### src/core/fcsm_pkg.sv
// Package: states, command codes, bus cycle and output mode types for the command sequencer
package fcsm_pkg;
   localparam int unsigned DATA_W   = 16;            // Flash data bus width
   localparam int unsigned ADDR_W   = 23;            // Word address width
   localparam int unsigned BLOCK_LSB = 16;           // Block number starts here
   localparam int unsigned BANK_LSB  = 19;           // Bank number starts here
   localparam int unsigned NBANKS    = 16;           // Banks in the array
   localparam int unsigned CNT_W     = 5;            // Word count width (N-1)

   // Command codes
   localparam logic [7:0] CMD_LOCK_SETUP = 8'h60;
   localparam logic [7:0] CMD_OTP_SETUP  = 8'hc0;
   localparam logic [7:0] CMD_LOCK_CONF  = 8'h01;
   localparam logic [7:0] CMD_LOCKDN_CONF = 8'h2f;
   localparam logic [7:0] CMD_SETCFG_CONF = 8'h03;
   localparam logic [7:0] CMD_BUF_PROG   = 8'he8;
   localparam logic [7:0] CMD_BUFFERED_FACTORY_PROGRAM_SETUP = 8'h80;
   localparam logic [7:0] CMD_CONFIRM    = 8'hd0;
   localparam logic [7:0] CMD_READ_ARRAY = 8'hff;
   localparam logic [7:0] CMD_READ_SR    = 8'h70;
   localparam logic [7:0] CMD_CLR_SR     = 8'h50;
   localparam logic [7:0] CMD_PROG       = 8'h40;
   localparam logic [7:0] CMD_ERASE      = 8'h20;
   localparam logic [7:0] CMD_SUSPEND    = 8'hb0;
   localparam logic [DATA_W-1:0] BUFFERED_FACTORY_PROGRAM_EXIT_WORD = 16'hffff;
   localparam logic [CNT_W-1:0]  CNT_ZERO = 5'h00;

   // Command interface states
   typedef enum logic [4:0] {
      FCSM_READY      = 5'h00,
      FCSM_LOCK_SETUP = 5'h01,
      FCSM_OTP_SETUP  = 5'h02,
      FCSM_BP_SETUP   = 5'h03,
      FCSM_BP_LOAD1   = 5'h04,
      FCSM_BP_LOAD2   = 5'h05,
      FCSM_BP_CONFIRM = 5'h06,
      FCSM_BUSY       = 5'h07,
      FCSM_ES         = 5'h08,
      FCSM_ES_LOCK    = 5'h09,
      FCSM_ES_BP_SETUP = 5'h0a,
      FCSM_ES_BP_LOAD1 = 5'h0b,
      FCSM_ES_BP_LOAD2 = 5'h0c,
      FCSM_ES_BP_CONFIRM = 5'h0d,
      FCSM_ES_BUSY    = 5'h0e,
      FCSM_BUFFERED_FACTORY_PROGRAM_SETUP = 5'h0f,
      FCSM_BUFFERED_FACTORY_PROGRAM_BUSY  = 5'h10,
      FCSM_ILLEGAL    = 5'h11
   } fcsm_state_t;

   // Per-bank output mode
   typedef enum logic [0:0] {
      FCSM_OUT_ARRAY  = 1'b0,
      FCSM_OUT_STATUS = 1'b1
   } fcsm_out_t;

   // One host bus write cycle
   typedef struct packed {
      logic              valid;
      logic [ADDR_W-1:0] addr;
      logic [DATA_W-1:0] data;
   } fcsm_wr_t;

   // Events towards the program/erase controller
   typedef struct packed {
      logic start_prog;     // Load data into the array engine
      logic seq_error;      // Sequence or lock error
      logic bp_fail;        // Buffer words crossed blocks
   } fcsm_evt_t;

   localparam fcsm_state_t STATE_RST = FCSM_READY;
endpackage

### src/core/fcsm_core.sv
// Command interface sequencer: buffer, factory program and lock setup handling
// Contract
// Lock and OTP setup ignored while controller busy
// Factory mode exits on all-ones word, other block
// Undefined codes take the illegal-command path
// Unavailable inputs leave state unchanged
// Zero count goes to confirm, else load2
// Same count logic during erase suspend
// Factory mode accepted only if status bit zero low
// Factory busy in first block; writes are data
// Buffer program fails on block mismatch
// Output mode matters only in command bank
// Banks hold output mode until new command
// Suspend lock setup returns to suspend, errors
// Setup and busy states read status register
// Suspend set-config confirm selects array output
`timescale 1ns/10ps
module fcsm_core (
   input  wire logic                       clk_i,
   input  wire logic                       rst_n_i,
   input  wire logic                       ce_i,
   input  wire fcsm_pkg::fcsm_wr_t         wr_i,
   input  wire logic [fcsm_pkg::ADDR_W-1:0] rd_addr_i,
   input  wire logic                       pec_busy_i,
   input  wire logic                       pec_done_i,
   input  wire logic                       status_bit_zero_i,
   output logic                            status_sel_o,
   output fcsm_pkg::fcsm_state_t           state_o,
   output fcsm_pkg::fcsm_evt_t             evt_o
);
   ////////////////////////////////////////////////////////////////
   // All state in one packed struct
   typedef struct packed {
      fcsm_pkg::fcsm_state_t               st;
      logic [fcsm_pkg::CNT_W-1:0]          cnt;
      logic [fcsm_pkg::ADDR_W-fcsm_pkg::BLOCK_LSB-1:0] blk;
      logic                                blk_err;
      logic [fcsm_pkg::NBANKS-1:0]         mode;
      fcsm_pkg::fcsm_evt_t                 evt;
      logic                                status_sel;
   } fcsm_regs_t;

   fcsm_regs_t q, d;                      // Registered state and next
   logic [7:0]  cmd;                      // Low byte carries the command
   logic [3:0]  wbank;                    // Bank of the write
   logic [3:0]  rbank;                    // Bank of the read
   logic [fcsm_pkg::ADDR_W-fcsm_pkg::BLOCK_LSB-1:0] wblk; // Block of the write
   logic        known;                    // Code in defined set
   logic        set_status;               // Command bank goes to status
   logic        set_array;                // Command bank goes to array

   assign cmd   = wr_i.data[7:0];
   assign wbank = wr_i.addr[fcsm_pkg::ADDR_W-1:fcsm_pkg::BANK_LSB];
   assign rbank = rd_addr_i[fcsm_pkg::ADDR_W-1:fcsm_pkg::BANK_LSB];
   assign wblk  = wr_i.addr[fcsm_pkg::ADDR_W-1:fcsm_pkg::BLOCK_LSB];

   ////////////////////////////////////////////////////////////////
   // Decode of the defined command set
   always_comb begin
      case (cmd)
         fcsm_pkg::CMD_LOCK_SETUP, fcsm_pkg::CMD_OTP_SETUP, fcsm_pkg::CMD_LOCK_CONF,
         fcsm_pkg::CMD_LOCKDN_CONF, fcsm_pkg::CMD_SETCFG_CONF, fcsm_pkg::CMD_BUF_PROG,
         fcsm_pkg::CMD_BUFFERED_FACTORY_PROGRAM_SETUP, fcsm_pkg::CMD_CONFIRM, fcsm_pkg::CMD_READ_ARRAY,
         fcsm_pkg::CMD_READ_SR, fcsm_pkg::CMD_CLR_SR, fcsm_pkg::CMD_PROG,
         fcsm_pkg::CMD_ERASE, fcsm_pkg::CMD_SUSPEND: known = 1'b1;
         default: known = 1'b0;
      endcase
   end

   ////////////////////////////////////////////////////////////////
   // Next-state logic; output modes never feed state decisions
   always_comb begin
      d = q;
      d.evt = '0;
      set_status = 1'b0;
      set_array  = 1'b0;
      if (wr_i.valid) begin
         case (q.st)
            fcsm_pkg::FCSM_READY: begin
               set_status = 1'b1;
               if (!known) begin
                  d.st = fcsm_pkg::FCSM_ILLEGAL;
               end else if (pec_busy_i &&
                  (cmd == fcsm_pkg::CMD_LOCK_SETUP || cmd == fcsm_pkg::CMD_OTP_SETUP)) begin
                  set_status = 1'b0; // Whole cycle ignored
               end else begin
                  case (cmd)
                     fcsm_pkg::CMD_LOCK_SETUP: d.st = fcsm_pkg::FCSM_LOCK_SETUP;
                     fcsm_pkg::CMD_OTP_SETUP:  d.st = fcsm_pkg::FCSM_OTP_SETUP;
                     fcsm_pkg::CMD_BUF_PROG:   d.st = fcsm_pkg::FCSM_BP_SETUP;
                     fcsm_pkg::CMD_BUFFERED_FACTORY_PROGRAM_SETUP: begin
                        if (!status_bit_zero_i) begin
                           d.st = fcsm_pkg::FCSM_BUFFERED_FACTORY_PROGRAM_SETUP;
                        end else begin
                           d.evt.seq_error = 1'b1; // Refused
                        end
                     end
                     fcsm_pkg::CMD_READ_ARRAY: begin
                        set_status = 1'b0;
                        set_array  = 1'b1;
                     end
                     default: d.st = q.st;
                  endcase
               end
            end
            fcsm_pkg::FCSM_LOCK_SETUP, fcsm_pkg::FCSM_OTP_SETUP: begin
               // Second cycle of the pair, also ignored if busy
               if (!pec_busy_i) begin
                  set_status = 1'b1;
                  if (q.st == fcsm_pkg::FCSM_LOCK_SETUP &&
                      cmd == fcsm_pkg::CMD_SETCFG_CONF) begin
                     set_status = 1'b0;
                     set_array  = 1'b1;
                     d.st = fcsm_pkg::FCSM_READY;
                  end else begin
                     d.st = fcsm_pkg::FCSM_BUSY;
                     d.evt.start_prog = 1'b1;
                  end
               end
            end
            fcsm_pkg::FCSM_BP_SETUP, fcsm_pkg::FCSM_ES_BP_SETUP: begin
               set_status = 1'b1;
               d.cnt = wr_i.data[fcsm_pkg::CNT_W-1:0];
               d.blk = wblk;
               d.blk_err = 1'b0;
               d.st = (q.st == fcsm_pkg::FCSM_BP_SETUP) ?
                      fcsm_pkg::FCSM_BP_LOAD1 : fcsm_pkg::FCSM_ES_BP_LOAD1;
            end
            fcsm_pkg::FCSM_BP_LOAD1, fcsm_pkg::FCSM_BP_LOAD2,
            fcsm_pkg::FCSM_ES_BP_LOAD1, fcsm_pkg::FCSM_ES_BP_LOAD2: begin
               set_status = 1'b1;
               if (q.st == fcsm_pkg::FCSM_BP_LOAD1 || q.st == fcsm_pkg::FCSM_ES_BP_LOAD1) begin
                  d.blk = wblk;
               end else if (wblk != q.blk) begin
                  d.blk_err = 1'b1;
               end
               if (q.cnt == fcsm_pkg::CNT_ZERO) begin
                  d.st = (q.st == fcsm_pkg::FCSM_BP_LOAD1 || q.st == fcsm_pkg::FCSM_BP_LOAD2)
                         ? fcsm_pkg::FCSM_BP_CONFIRM : fcsm_pkg::FCSM_ES_BP_CONFIRM;
               end else begin
                  d.cnt = q.cnt - 5'h01;
                  d.st = (q.st == fcsm_pkg::FCSM_BP_LOAD1 || q.st == fcsm_pkg::FCSM_BP_LOAD2)
                         ? fcsm_pkg::FCSM_BP_LOAD2 : fcsm_pkg::FCSM_ES_BP_LOAD2;
               end
            end
            fcsm_pkg::FCSM_BP_CONFIRM, fcsm_pkg::FCSM_ES_BP_CONFIRM: begin
               set_status = 1'b1;
               if (cmd == fcsm_pkg::CMD_CONFIRM && !q.blk_err) begin
                  d.evt.start_prog = 1'b1;
                  d.st = (q.st == fcsm_pkg::FCSM_BP_CONFIRM) ?
                         fcsm_pkg::FCSM_BUSY : fcsm_pkg::FCSM_ES_BUSY;
               end else begin
                  d.evt.seq_error = ~q.blk_err;
                  d.evt.bp_fail   = q.blk_err;
                  d.st = (q.st == fcsm_pkg::FCSM_BP_CONFIRM) ?
                         fcsm_pkg::FCSM_READY : fcsm_pkg::FCSM_ES;
               end
            end
            fcsm_pkg::FCSM_BUSY: begin
               // Suspend pauses the running operation; other inputs unavailable
               if (cmd == fcsm_pkg::CMD_SUSPEND) begin
                  set_status = 1'b1;
                  d.st = fcsm_pkg::FCSM_ES;
               end
            end
            fcsm_pkg::FCSM_ES: begin
               set_status = 1'b1;
               case (cmd)
                  fcsm_pkg::CMD_LOCK_SETUP: d.st = fcsm_pkg::FCSM_ES_LOCK;
                  fcsm_pkg::CMD_BUF_PROG:   d.st = fcsm_pkg::FCSM_ES_BP_SETUP;
                  fcsm_pkg::CMD_CONFIRM:    d.st = fcsm_pkg::FCSM_BUSY;
                  default: begin
                     if (!known) begin
                        d.st = fcsm_pkg::FCSM_ILLEGAL;
                     end
                  end
               endcase
            end
            fcsm_pkg::FCSM_ES_LOCK: begin
               d.st = fcsm_pkg::FCSM_ES;
               set_status = 1'b1;
               if (cmd == fcsm_pkg::CMD_SETCFG_CONF) begin
                  set_status = 1'b0;
                  set_array  = 1'b1;
               end else if (cmd != fcsm_pkg::CMD_LOCK_CONF &&
                            cmd != fcsm_pkg::CMD_LOCKDN_CONF) begin
                  d.evt.seq_error = 1'b1; // Lock error
               end
            end
            fcsm_pkg::FCSM_BUFFERED_FACTORY_PROGRAM_SETUP: begin
               set_status = 1'b1;
               d.blk = wblk;
               d.evt.start_prog = 1'b1;
               d.st = fcsm_pkg::FCSM_BUFFERED_FACTORY_PROGRAM_BUSY;
            end
            fcsm_pkg::FCSM_BUFFERED_FACTORY_PROGRAM_BUSY: begin
               set_status = 1'b1;
               if (wblk != q.blk && wr_i.data == fcsm_pkg::BUFFERED_FACTORY_PROGRAM_EXIT_WORD) begin
                  d.st = fcsm_pkg::FCSM_BUSY;
               end else begin
                  d.evt.start_prog = 1'b1; // Any word is data
               end
            end
            fcsm_pkg::FCSM_ILLEGAL: begin
               if (cmd == fcsm_pkg::CMD_READ_ARRAY || cmd == fcsm_pkg::CMD_CLR_SR) begin
                  d.st = fcsm_pkg::FCSM_READY;
                  set_array = (cmd == fcsm_pkg::CMD_READ_ARRAY);
               end
            end
            default: d.st = q.st; // Unavailable input
         endcase
      end else if (pec_done_i) begin
         if (q.st == fcsm_pkg::FCSM_BUSY) d.st = fcsm_pkg::FCSM_READY;
         if (q.st == fcsm_pkg::FCSM_ES_BUSY) d.st = fcsm_pkg::FCSM_ES;
      end
      // Only the bank that received the command changes mode
      if (set_status) d.mode[wbank] = fcsm_pkg::FCSM_OUT_STATUS;
      if (set_array)  d.mode[wbank] = fcsm_pkg::FCSM_OUT_ARRAY;
      // Status only read in a bank whose mode says so
      d.status_sel = d.mode[rbank];
   end

   ////////////////////////////////////////////////////////////////
   // State register with clock enable
   always_ff @(posedge clk_i) begin
      if (!rst_n_i) begin
         q <= '{st: fcsm_pkg::STATE_RST, default: '0};
      end else if (ce_i) begin
         q <= d;
      end
   end

   assign status_sel_o = q.status_sel;
   assign state_o      = q.st;
   assign evt_o        = q.evt;

   ////////////////////////////////////////////////////////////////
   // Checks
   chk_busy_ignore: assert property (@(posedge clk_i) disable iff (!rst_n_i)
      ce_i && wr_i.valid && pec_busy_i && q.st == fcsm_pkg::FCSM_READY &&
      wr_i.data[7:0] == fcsm_pkg::CMD_LOCK_SETUP |=> q.st == fcsm_pkg::FCSM_READY)
      else $error("lock setup taken while busy");
   chk_buffered_factory_program_exit: assert property (@(posedge clk_i) disable iff (!rst_n_i)
      ce_i && wr_i.valid && q.st == fcsm_pkg::FCSM_BUFFERED_FACTORY_PROGRAM_BUSY && wblk == q.blk
      |=> q.st == fcsm_pkg::FCSM_BUFFERED_FACTORY_PROGRAM_BUSY)
      else $error("factory mode left in first block");
   chk_illegal_cmd: assert property (@(posedge clk_i) disable iff (!rst_n_i)
      ce_i && wr_i.valid && q.st == fcsm_pkg::FCSM_READY && !known
      |=> q.st == fcsm_pkg::FCSM_ILLEGAL)
      else $error("illegal code not trapped");
   chk_count_zero: assert property (@(posedge clk_i) disable iff (!rst_n_i)
      ce_i && wr_i.valid && q.st == fcsm_pkg::FCSM_BP_LOAD2 && q.cnt == fcsm_pkg::CNT_ZERO
      |=> q.st == fcsm_pkg::FCSM_BP_CONFIRM)
      else $error("zero count did not confirm");
   chk_es_count: assert property (@(posedge clk_i) disable iff (!rst_n_i)
      ce_i && wr_i.valid && q.st == fcsm_pkg::FCSM_ES_BP_LOAD1 && q.cnt != fcsm_pkg::CNT_ZERO
      |=> q.st == fcsm_pkg::FCSM_ES_BP_LOAD2)
      else $error("suspend count path wrong");
   chk_buffered_factory_program_gate: assert property (@(posedge clk_i) disable iff (!rst_n_i)
      ce_i && wr_i.valid && q.st == fcsm_pkg::FCSM_READY && status_bit_zero_i
      |=> q.st != fcsm_pkg::FCSM_BUFFERED_FACTORY_PROGRAM_SETUP)
      else $error("factory mode entered with bit set");
   chk_blk_fail: assert property (@(posedge clk_i) disable iff (!rst_n_i)
      ce_i && wr_i.valid && q.st == fcsm_pkg::FCSM_BP_CONFIRM && q.blk_err
      |=> evt_o.bp_fail && q.st == fcsm_pkg::FCSM_READY)
      else $error("block mismatch not failed");
   chk_es_lock: assert property (@(posedge clk_i) disable iff (!rst_n_i)
      ce_i && wr_i.valid && q.st == fcsm_pkg::FCSM_ES_LOCK
      |=> q.st == fcsm_pkg::FCSM_ES)
      else $error("suspend lock setup not returned");
   cov_bp_run: cover property (@(posedge clk_i) q.st == fcsm_pkg::FCSM_BP_CONFIRM);
   cov_buffered_factory_program: cover property (@(posedge clk_i) q.st == fcsm_pkg::FCSM_BUFFERED_FACTORY_PROGRAM_BUSY);
   cov_es_bp: cover property (@(posedge clk_i) q.st == fcsm_pkg::FCSM_ES_BP_CONFIRM);
   cov_suspend: cover property (@(posedge clk_i) q.st == fcsm_pkg::FCSM_ES);
endmodule

### config.mk
export PLATFORM = sky130hd
export DESIGN_NAME = fcsm_core
export DESIGN_NICKNAME = d
export VERILOG_FILES = /design/src/core/fcsm_pkg.sv /design/src/core/fcsm_core.sv
export SDC_FILE = /design/constraint.sdc
export NUM_CORES = 1
export LEC_CHECK = 0
export BUFFER_PORTS_ARGS = -buffer_cell sky130_fd_sc_hd__buf_2
export CAP_MARGIN = 10
export CORE_MARGIN = 2
export CORE_UTILIZATION = 45
export DETAILED_ROUTE_END_ITERATION = 16
export HOLD_SLACK_MARGIN = 0.05
export PLACE_DENSITY = 0.71
export SETUP_SLACK_MARGIN = 0.15
export SYNTH_ARGS = -nofsm -noshare
export SYNTH_HDL_FRONTEND = slang
export SYNTH_SLANG_ARGS = --single-unit
### constraint.sdc
create_clock -name clk_i -period 3.5 [get_ports clk_i]
set_clock_uncertainty 0.15 [all_clocks]
set_input_delay 0.525 -clock clk_i [delete_from_list [all_inputs] [get_ports clk_i]]
set_output_delay 0.525 -clock clk_i [all_outputs]
set_load 0.03 [all_outputs]
==> results of run 1 <==
-- worst max-delay path: cells and delay by family, from the launching register on --
family	cells	cell delay, ns
compound gates	7	2.01
simple gates	1	0.48
flops	1	0.43
-- Yosys cell counts (8+ instances only) --
cell / instances / area, um^2
nor2_1: 45 / 169
nand2_1: 41 / 154
dfxtp_1: 38 / 761
o21ai_0: 28 / 140
clkbuf_1: 27 / 101
nor2b_1: 22 / 138
nor3_1: 19 / 95.1
a21oi_1: 17 / 85.1
nand3_1: 17 / 85.1
a31oi_1: 14 / 87.6
inv_1: 13 / 48.8
mux2i_1: 12 / 120
xor2_1: 10 / 87.6
buf_4: 8 / 60.1
nand2b_1: 8 / 50.1
nand4_1: 8 / 50.1
-- power by group --
group          total [uW]  switching (uW)  internal, uW
Clock                 398             170           228
Sequential            447            8.04           439
Combinational         287             182           105
Total                1130             360           772
-- how the worst min path moves through the flow --
stage | cells past startpoint | endpoint
floorplan | 2 | q[12]
global placement | 2 | q[6]
detailed placement | 2 | q[12]
CTS | 2 | q[6]
global route | 2 | q[6]
finish | 2 | q[6]
-- layer usage --
| metal | GRT usage, % | vias up | part of all wire (%) |
|---|---|---|---|
| met2 | 36.2 | 148 | 43 |
| met4 | 7.45 | 0 | 2.0 |
| met5 | 0 | - | 0 |
| met3 | 5.42 | 22 | 8.1 |
| li1 | - | 1813 | - |
| met1 | 33.5 | 1755 | 46 |
-- cells by family after synthesis --
kind of cell,synth area share (%)
buffers and inverters,7.32
and+or+nand+nor,31.9
AOI/OAI and AO/OA,30.4
muxes,3.48
adders and majority gates,1.09
DFF,22.0
xor gates and xnor gates,3.80
-- area by class of cell --
type	instances	area, um^2	share of cell area [%]
multi-input cells	379	2440	63.8
flip-flops and latches	38	761	19.9
repair buffers	59	338	8.83
well taps	99	124	3.24
clock buffers	6	82.6	2.16
inverters	13	48.8	1.28
clock inverters	1	30.0	0.785
-- per-stage QoR --
| step | power, uW | hold WS (ns) |
|---|---|---|
| finish | 1130 | 0.327 |
| global route | 1180 | 0.358 |
| CTS | 1130 | 0.331 |
| detailed placement | 736 | 0.314 |
| global placement | 733 | 0.306 |
| floorplan | 656 | 0.287 |
-- state kept, by name, summed over array words and instances (netlist names) --
signal / flops
q: 29
status_sel_o: 1
state_o: 5
evt_o: 3
==> reports/results.txt, run 1 <==
Post-synth EDFFs - 0
WL/cell - 16.6 um
Critical R2R Launch - state_o[1]
CP endpoint kind - register
Total gr overflow - 0
Fin util - 52.2%
Capturing point of the worst reg2reg path - status_sel_o
PwrDens - 296 nW/um^2
Post-CTS sizing - 0
CTS Buffer Depth - 2
Detailed-route DRC error count - 0
Critical Path Sink - status_sel_o
Final-stage net count - 568
Reg2reg path depth - 8
First-pass GRT wire length - 16.6 mm
Fillcell total - 726
Post-synthesis cell area - 3450 um^2
Clock sink total - 38
Final setup TNS - 0 ns
Post-Layout Inst Area - 3820 um^2
Num rows - 31
Number of DRC markers in iteration 0 - 415
H-tree depth - 2
Worst-path fanout max - 12
Total wire length - 9.86 mm
Ratio of cells with drive above 1 in the final layout - 15.9%
Commonest cells after routing, fill and taps aside - nor2_1, buf_2, nand2_1
Status - finished, final reports clean
Worst skew pair latency - 0.30 ns
Hold Path Class - register to register
Total number of vias - 3738
Vias in the first global route - 3387
Aggregate global-route resource usage - 23.8%
Starting density of the core - 47.1%
Number of port buffers - 42
Cell count after synthesis - 472
Post-Layout Cell Count - 595
Post-synth ARST share - 0%
Pre-CTS WS - 0.121 ns
#FFs+latches synth - 38
Crit start category - register
Peak supply drop - 190 uV
Largest net degree at the start of global routing - 41
CP Data Required Time - 3.58 ns
DP HPWL - 7.19 mm
Worst path slowest cell - a21oi_2
Clock-pin slew on the worst setup and hold paths - 0.09 ns
Post-CTS setup buffers - 0
WS Path Type - register to register
Syn_nets - 544
Antenna violations before repair - 0
CORE AREA - 7330 um^2
Final hold vios - 0
Post-route clock period utilization - 90.3%
Worst setup path startpoint - state_o[1]
Chip Width - 91.6 um
RSZ-0062 raised after global routing - no
Root buffer cell - clkbuf_8
Seq/Total Area, Yosys - 22.0%
Main flop type after synthesis - dfxtp_1
Static leakage power - 0.00138 uW
Router iterations before antenna repair - 6
CP Cell Sequence - or3_1 -> a311o_1 -> o211a_1 -> a21oi_2 -> a31oi_2 -> a211oi_1 -> o41ai_2 -> o211ai_1
TritonCTS Buffers - 5
TritonCTS clock tree - yes
Die height - 91.6 um
Number of max-cap violations - 0
R2R Setup Slk - 0.34 ns
Worst slew pin tran - 0.782 ns
Min-delay src - q[6]
Diode count - 0
Routed Antenna Nets - 0
Hold_buf cts - 0
Slowest stage delay, CP - 0.58 ns
Synthesized area per cell - 7.32 um^2
RePlAce Congestion - 0.999
I/O Pins - 78
Commonest non-fill, non-tap cell in the layout - nor2_1
Slew margin rel. - 47.7%
Peak Freq - 0.316 GHz
CP arrival - 3.24 ns
DIE AREA - 8390 um^2
Area Overhead vs Synth - 10.7%
Setup violators final - 0
Synth unique cells - 71
Number of synthesis warnings - 0
Dpl cells - 588
Via density - 6.28
Fin worst setup slack - 0.338 ns
Max Slew Vio Count - 0
Final min period - 3.16 ns
Post-DP Area - 3710 um^2
(Power assumes the default switching activity.)
==> run 2, diff against run 1 <==
--- a/config.mk
+++ b/config.mk
@@ -11,7 +11,7 @@
 export CORE_UTILIZATION = 45
 export DETAILED_ROUTE_END_ITERATION = 16
 export HOLD_SLACK_MARGIN = 0.05
-export PLACE_DENSITY = 0.71
+export PLACE_DENSITY = 0.68
 export SETUP_SLACK_MARGIN = 0.15
 export SYNTH_ARGS = -nofsm -noshare
 export SYNTH_HDL_FRONTEND = slang
==> constraint.sdc (replaced) <==
create_clock -name clk_i -period 3.5 [get_ports clk_i]
set_clock_uncertainty 0.15 [all_clocks]
set_input_delay 0.525 -clock clk_i [delete_from_list [all_inputs] [get_ports clk_i]]
set_output_delay 0.525 -clock clk_i [all_outputs]
set_load 0.05 [all_outputs]
==> reports/results.txt, run 2 (synthesis gave the netlist of run 1 again) <==
Status - finished, final reports clean
RSZ-0062 raised after global routing - no
Max reg flops - 29
Number of DRC markers in iteration 0 - 365
Peak supply drop - 173 uV
Hold Path Class - register to register
Detailed-route DRC error count - 0
WS Path Type - register to register
Combinational share of power - 24.9%
Min-delay src - q[6]
CORE AREA - 7330 um^2
Pwr Total - 1210 uW
Commonest cells after routing, fill and taps aside - nor2_1, buf_2, nand2_1
Router iterations before antenna repair - 5
Post-CTS sizing - 0
Fillcell total - 740
Clock Power Share - 38.2%
Int Power - 836 uW
Final min period - 3.20 ns
Final-stage net count - 574
Final setup TNS - 0 ns
CP arrival - 3.23 ns
Clock-pin slew on the worst setup and hold paths - 0.09 ns
Max Slew Vio Count - 0
Antenna violations before repair - 0
Worst skew pair latency - 0.30 ns
Diode count - 0
Post-CTS setup buffers - 0
Sw Ratio - 31.1%
Total number of vias - 3790
Most flop-heavy register - q
NetSw - 378 uW
Total gr overflow - 0
Setup violators final - 0
Seq pwr share - 36.9%
Worst slew pin tran - 0.853 ns
Crit start category - register
GR peak layer - met2
Capturing point of the worst reg2reg path - status_sel_o
Root buffer cell - clkbuf_8
WL/cell - 17.1 um
DP HPWL - 7.65 mm
Chip Width - 91.6 um
TritonCTS Buffers - 5
Commonest non-fill, non-tap cell in the layout - nor2_1
Number of max-cap violations - 0
Slew margin rel. - 42.9%
Vias in the first global route - 3398
Hold endpoint - q[6]
CP Data Required Time - 3.53 ns
Final hold vios - 0
Post-route clock period utilization - 91.4%
Via density - 6.30
DIE AREA - 8390 um^2
TritonCTS clock tree - yes
First-pass GRT wire length - 17.2 mm
Clock sink total - 38
Met1 Usage GRT - 36.4%
Worst-path fanout max - 11
PwrDens - 311 nW/um^2
R2R Setup Slk - 0.30 ns
Hold_buf cts - 0
M3 GR Usage - 5.01%
Ratio of cells with drive above 1 in the final layout - 17.3%
Hold path cells - 2
H-tree depth - 2
Static leakage power - 0.00142 uW
RePlAce Congestion - 0.969
I/O Pins - 78
Routed Antenna Nets - 0
Area Overhead vs Synth - 13.1%
Die height - 91.6 um
Reg2reg path depth - 9
CTS Buffer Depth - 2
Total wire length - 10.3 mm
Grt met2 use - 37.9%
Critical R2R Launch - state_o[0]
Peak Freq - 0.313 GHz
Aggregate global-route resource usage - 24.9%
Number of port buffers - 42
Starting density of the core - 47.1%
CP endpoint kind - register
Num rows - 31
Largest net degree at the start of global routing - 41
run 2: worst max-delay path by stage:
stage | end | from | cells past startpoint | slack [ns]
after floorplan | status_sel_o | wr_i[3] | 9 | 0.49
after global placement | status_sel_o | wr_i[2] | 9 | 0.22
after detailed placement | status_sel_o | wr_i[0] | 10 | 0.20
after CTS | status_sel_o | state_o[0] | 9 | 0.35
after global routing | status_sel_o | state_o[0] | 11 | 0.14
final | status_sel_o | state_o[0] | 9 | 0.30
run 2: area by class of cell:
| type | instances | area, um^2 | share of cell area, % |
|---|---|---|---|
| flip-flops and latches | 38 | 761 | 19.5 |
| repair buffers | 65 | 383 | 9.80 |
| multi-input cells | 379 | 2450 | 62.8 |
| well taps | 99 | 124 | 3.17 |
| clock inverters | 3 | 68.8 | 1.76 |
| clock buffers | 5 | 68.8 | 1.76 |
| inverters | 13 | 48.8 | 1.25 |
run 2: layer usage:
layer | share of wire, % | vias to the layer above
met5 | 0 | -
met4 | 1.4 | 0
met3 | 8.7 | 17
met1 | 47 | 1771
met2 | 43 | 177
li1 | - | 1825
run 2: critical path, cell delays in order, from the launching register on:
cell and delay, ns:
dfxtp_1 0.54, or3b_2 0.55, or4_4 0.45, a211oi_2 0.36, buf_4 0.19, a211oi_2 0.13
a211oi_2 0.29, or2_1 0.15, a2bb2oi_1 0.16, o211ai_1 0.11
run 2: power groups by stage:
stage | clock network, uW | registers, uW | logic, uW
5_1_grt | 488 | 450 | 333
3_3_place_gp | 0 | 458 | 289
3_5_place_dp | 0 | 459 | 292
2_1_floorplan | 0 | 457 | 205
4_1_cts | 474 | 448 | 294
6_report | 464 | 448 | 302
run 2: metrics by stage:
stage	cells	hold WS (ns)	setup slack, ns	util (%)	area (um^2)
after floorplan	472	0.287	0.492	-	3450
after global placement	594	0.305	0.216	51.3	3760
after detailed placement	594	0.312	0.197	51.3	3760
after CTS	602	0.332	0.352	53.1	3890
after global routing	602	0.367	0.145	53.3	3910
final	602	0.331	0.301	53.3	3910
==> run 3, diff against run 2 <==
--- a/config.mk
+++ b/config.mk
@@ -8,10 +8,10 @@
 export BUFFER_PORTS_ARGS = -buffer_cell sky130_fd_sc_hd__buf_2
 export CAP_MARGIN = 10
 export CORE_MARGIN = 2
-export CORE_UTILIZATION = 45
+export CORE_UTILIZATION = 30
 export DETAILED_ROUTE_END_ITERATION = 16
 export HOLD_SLACK_MARGIN = 0.05
-export PLACE_DENSITY = 0.68
+export MAX_ROUTING_LAYER = met4
 export SETUP_SLACK_MARGIN = 0.15
 export SYNTH_ARGS = -nofsm -noshare
 export SYNTH_HDL_FRONTEND = slang
==> reports/results.txt, run 3 (synthesis gave the netlist of run 1 again) <==
Num rows - 39
Final min period - 3.07 ns
Chip Width - 111 um
Routed Antenna Nets - 0
Final setup TNS - 0 ns
Post-route clock period utilization - 87.8%
WL/cell - 16.4 um
Via density - 5.87
Peak Freq - 0.325 GHz
DIE AREA - 12400 um^2
Clock-pin slew on the worst setup and hold paths - 0.06 ns
Total wire length - 10.5 mm
Pwr Total - 1350 uW
First-pass GRT wire length - 17.7 mm
Total gr overflow - 0
TritonCTS clock tree - yes
Root buffer cell - clkbuf_16
Number of max-cap violations - 0
Number of DRC markers in iteration 0 - 439
CP endpoint kind - register
Worst-path fanout max - 16
DR top layer - met4
Metal3 WL - 704 um
Area Overhead vs Synth - 15.7%
Reg2reg path depth - 9
CORE AREA - 11300 um^2
Post-Layout Cell Count - 643
Hold_buf cts - 0
Router iterations before antenna repair - 5
Status - finished, final reports clean
Final-stage net count - 571
Aggregate global-route resource usage - 17.4%
Fin util - 35.3%
CTS Buffer Depth - 2
Static leakage power - 0.00143 uW
Crit start category - input pin
Wl on met1 - 5.06 mm
Die height - 111 um
Critical R2R Launch - state_o[0]
WL met2 - 4.64 mm
Dpl cells - 635
Hold Path Class - register to register
Slew margin rel. - 51.0%
Clock sink total - 38
Worst setup path startpoint - wr_i[3]
Total number of vias - 3773
Final hold vios - 0
Post-CTS setup buffers - 0
TritonCTS Buffers - 5
Min-delay src - q[6]
I/O Pins - 78
Setup violators final - 0
Vias in the first global route - 3503
WS Path Type - input pin to register
Starting density of the core - 30.5%
Max reg flops - 29
Most flop-heavy register - q
PwrDens - 339 nW/um^2
Detailed-route DRC error count - 0
Peak supply drop - 243 uV
CP arrival - 3.08 ns
DP HPWL - 7.76 mm
Post-CTS sizing - 0
Antenna violations before repair - 0
Ratio of cells with drive above 1 in the final layout - 16.6%
RSZ-0062 raised after global routing - no
Commonest cells after routing, fill and taps aside - nor2_1, buf_2, nand2_1
CP Data Required Time - 3.51 ns
Commonest non-fill, non-tap cell in the layout - nor2_1
Hold path cells - 2
Worst skew pair latency - 0.28 ns
Max Slew Vio Count - 0
Largest net degree at the start of global routing - 41
RePlAce Congestion - 0.932
Number of port buffers - 42
Worst slew pin tran - 0.732 ns
H-tree depth - 2
Diode count - 0
[run 3: cell count changes in the layout (fill, tap and decap cells not counted), sizes merged]
cell  delta
buf      -3
[run 3: worst max-delay path, cell delays in order]
cell and delay (ns):
buf_2 0.14, or4b_4 0.58, or4_4 0.51, a211oi_2 0.34, a21oi_2 0.13, buf_12 0.17, a31oi_2 0.15, a211oi_1 0.09
o41ai_2 0.33, o211ai_1 0.12
[run 3: final timing paths]
path / to / slack (ns)
worst max-delay path: status_sel_o / 0.43
worst min-delay path: q[6] / 0.33
worst max register to register: status_sel_o / 0.56
worst min register to register: q[6] / 0.33
[run 3: report_power, final]
group	internal [uW]	switching, uW	total [uW]	leakage [uW]
clock	410	194	604	0.0000940
sequential	439	4.12	444	0.000307
combinational	111	195	306	0.00103
[run 3: routing by layer]
layer | GRT usage (%) | vias to the layer above
li1 | - | 1821
met1 | 24.3 | 1759
met2 | 27.2 | 180
met3 | 2.08 | 13
met4 | 4.03 | 0
met5 | - | -
[run 3: metrics by stage]
stage | hold WS (ns) | worst slack, ns | area (um^2)
after CTS | 0.333 | 0.440 | 4000
after global placement | 0.307 | 0.148 | 3800
after detailed placement | 0.320 | 0.139 | 3800
final | 0.333 | 0.426 | 4000
after global routing | 0.362 | 0.297 | 4000
after floorplan | 0.287 | 0.492 | 3450
[run 3: area by class of cell]
class	instances	area [um^2]
sequential	38	761
clock inverter	3	68.8
inverter	13	48.8
multi-input combinational	379	2440
timing repair buffer	62	373
clock buffer	5	125
tap	143	179
fill	1214	7320
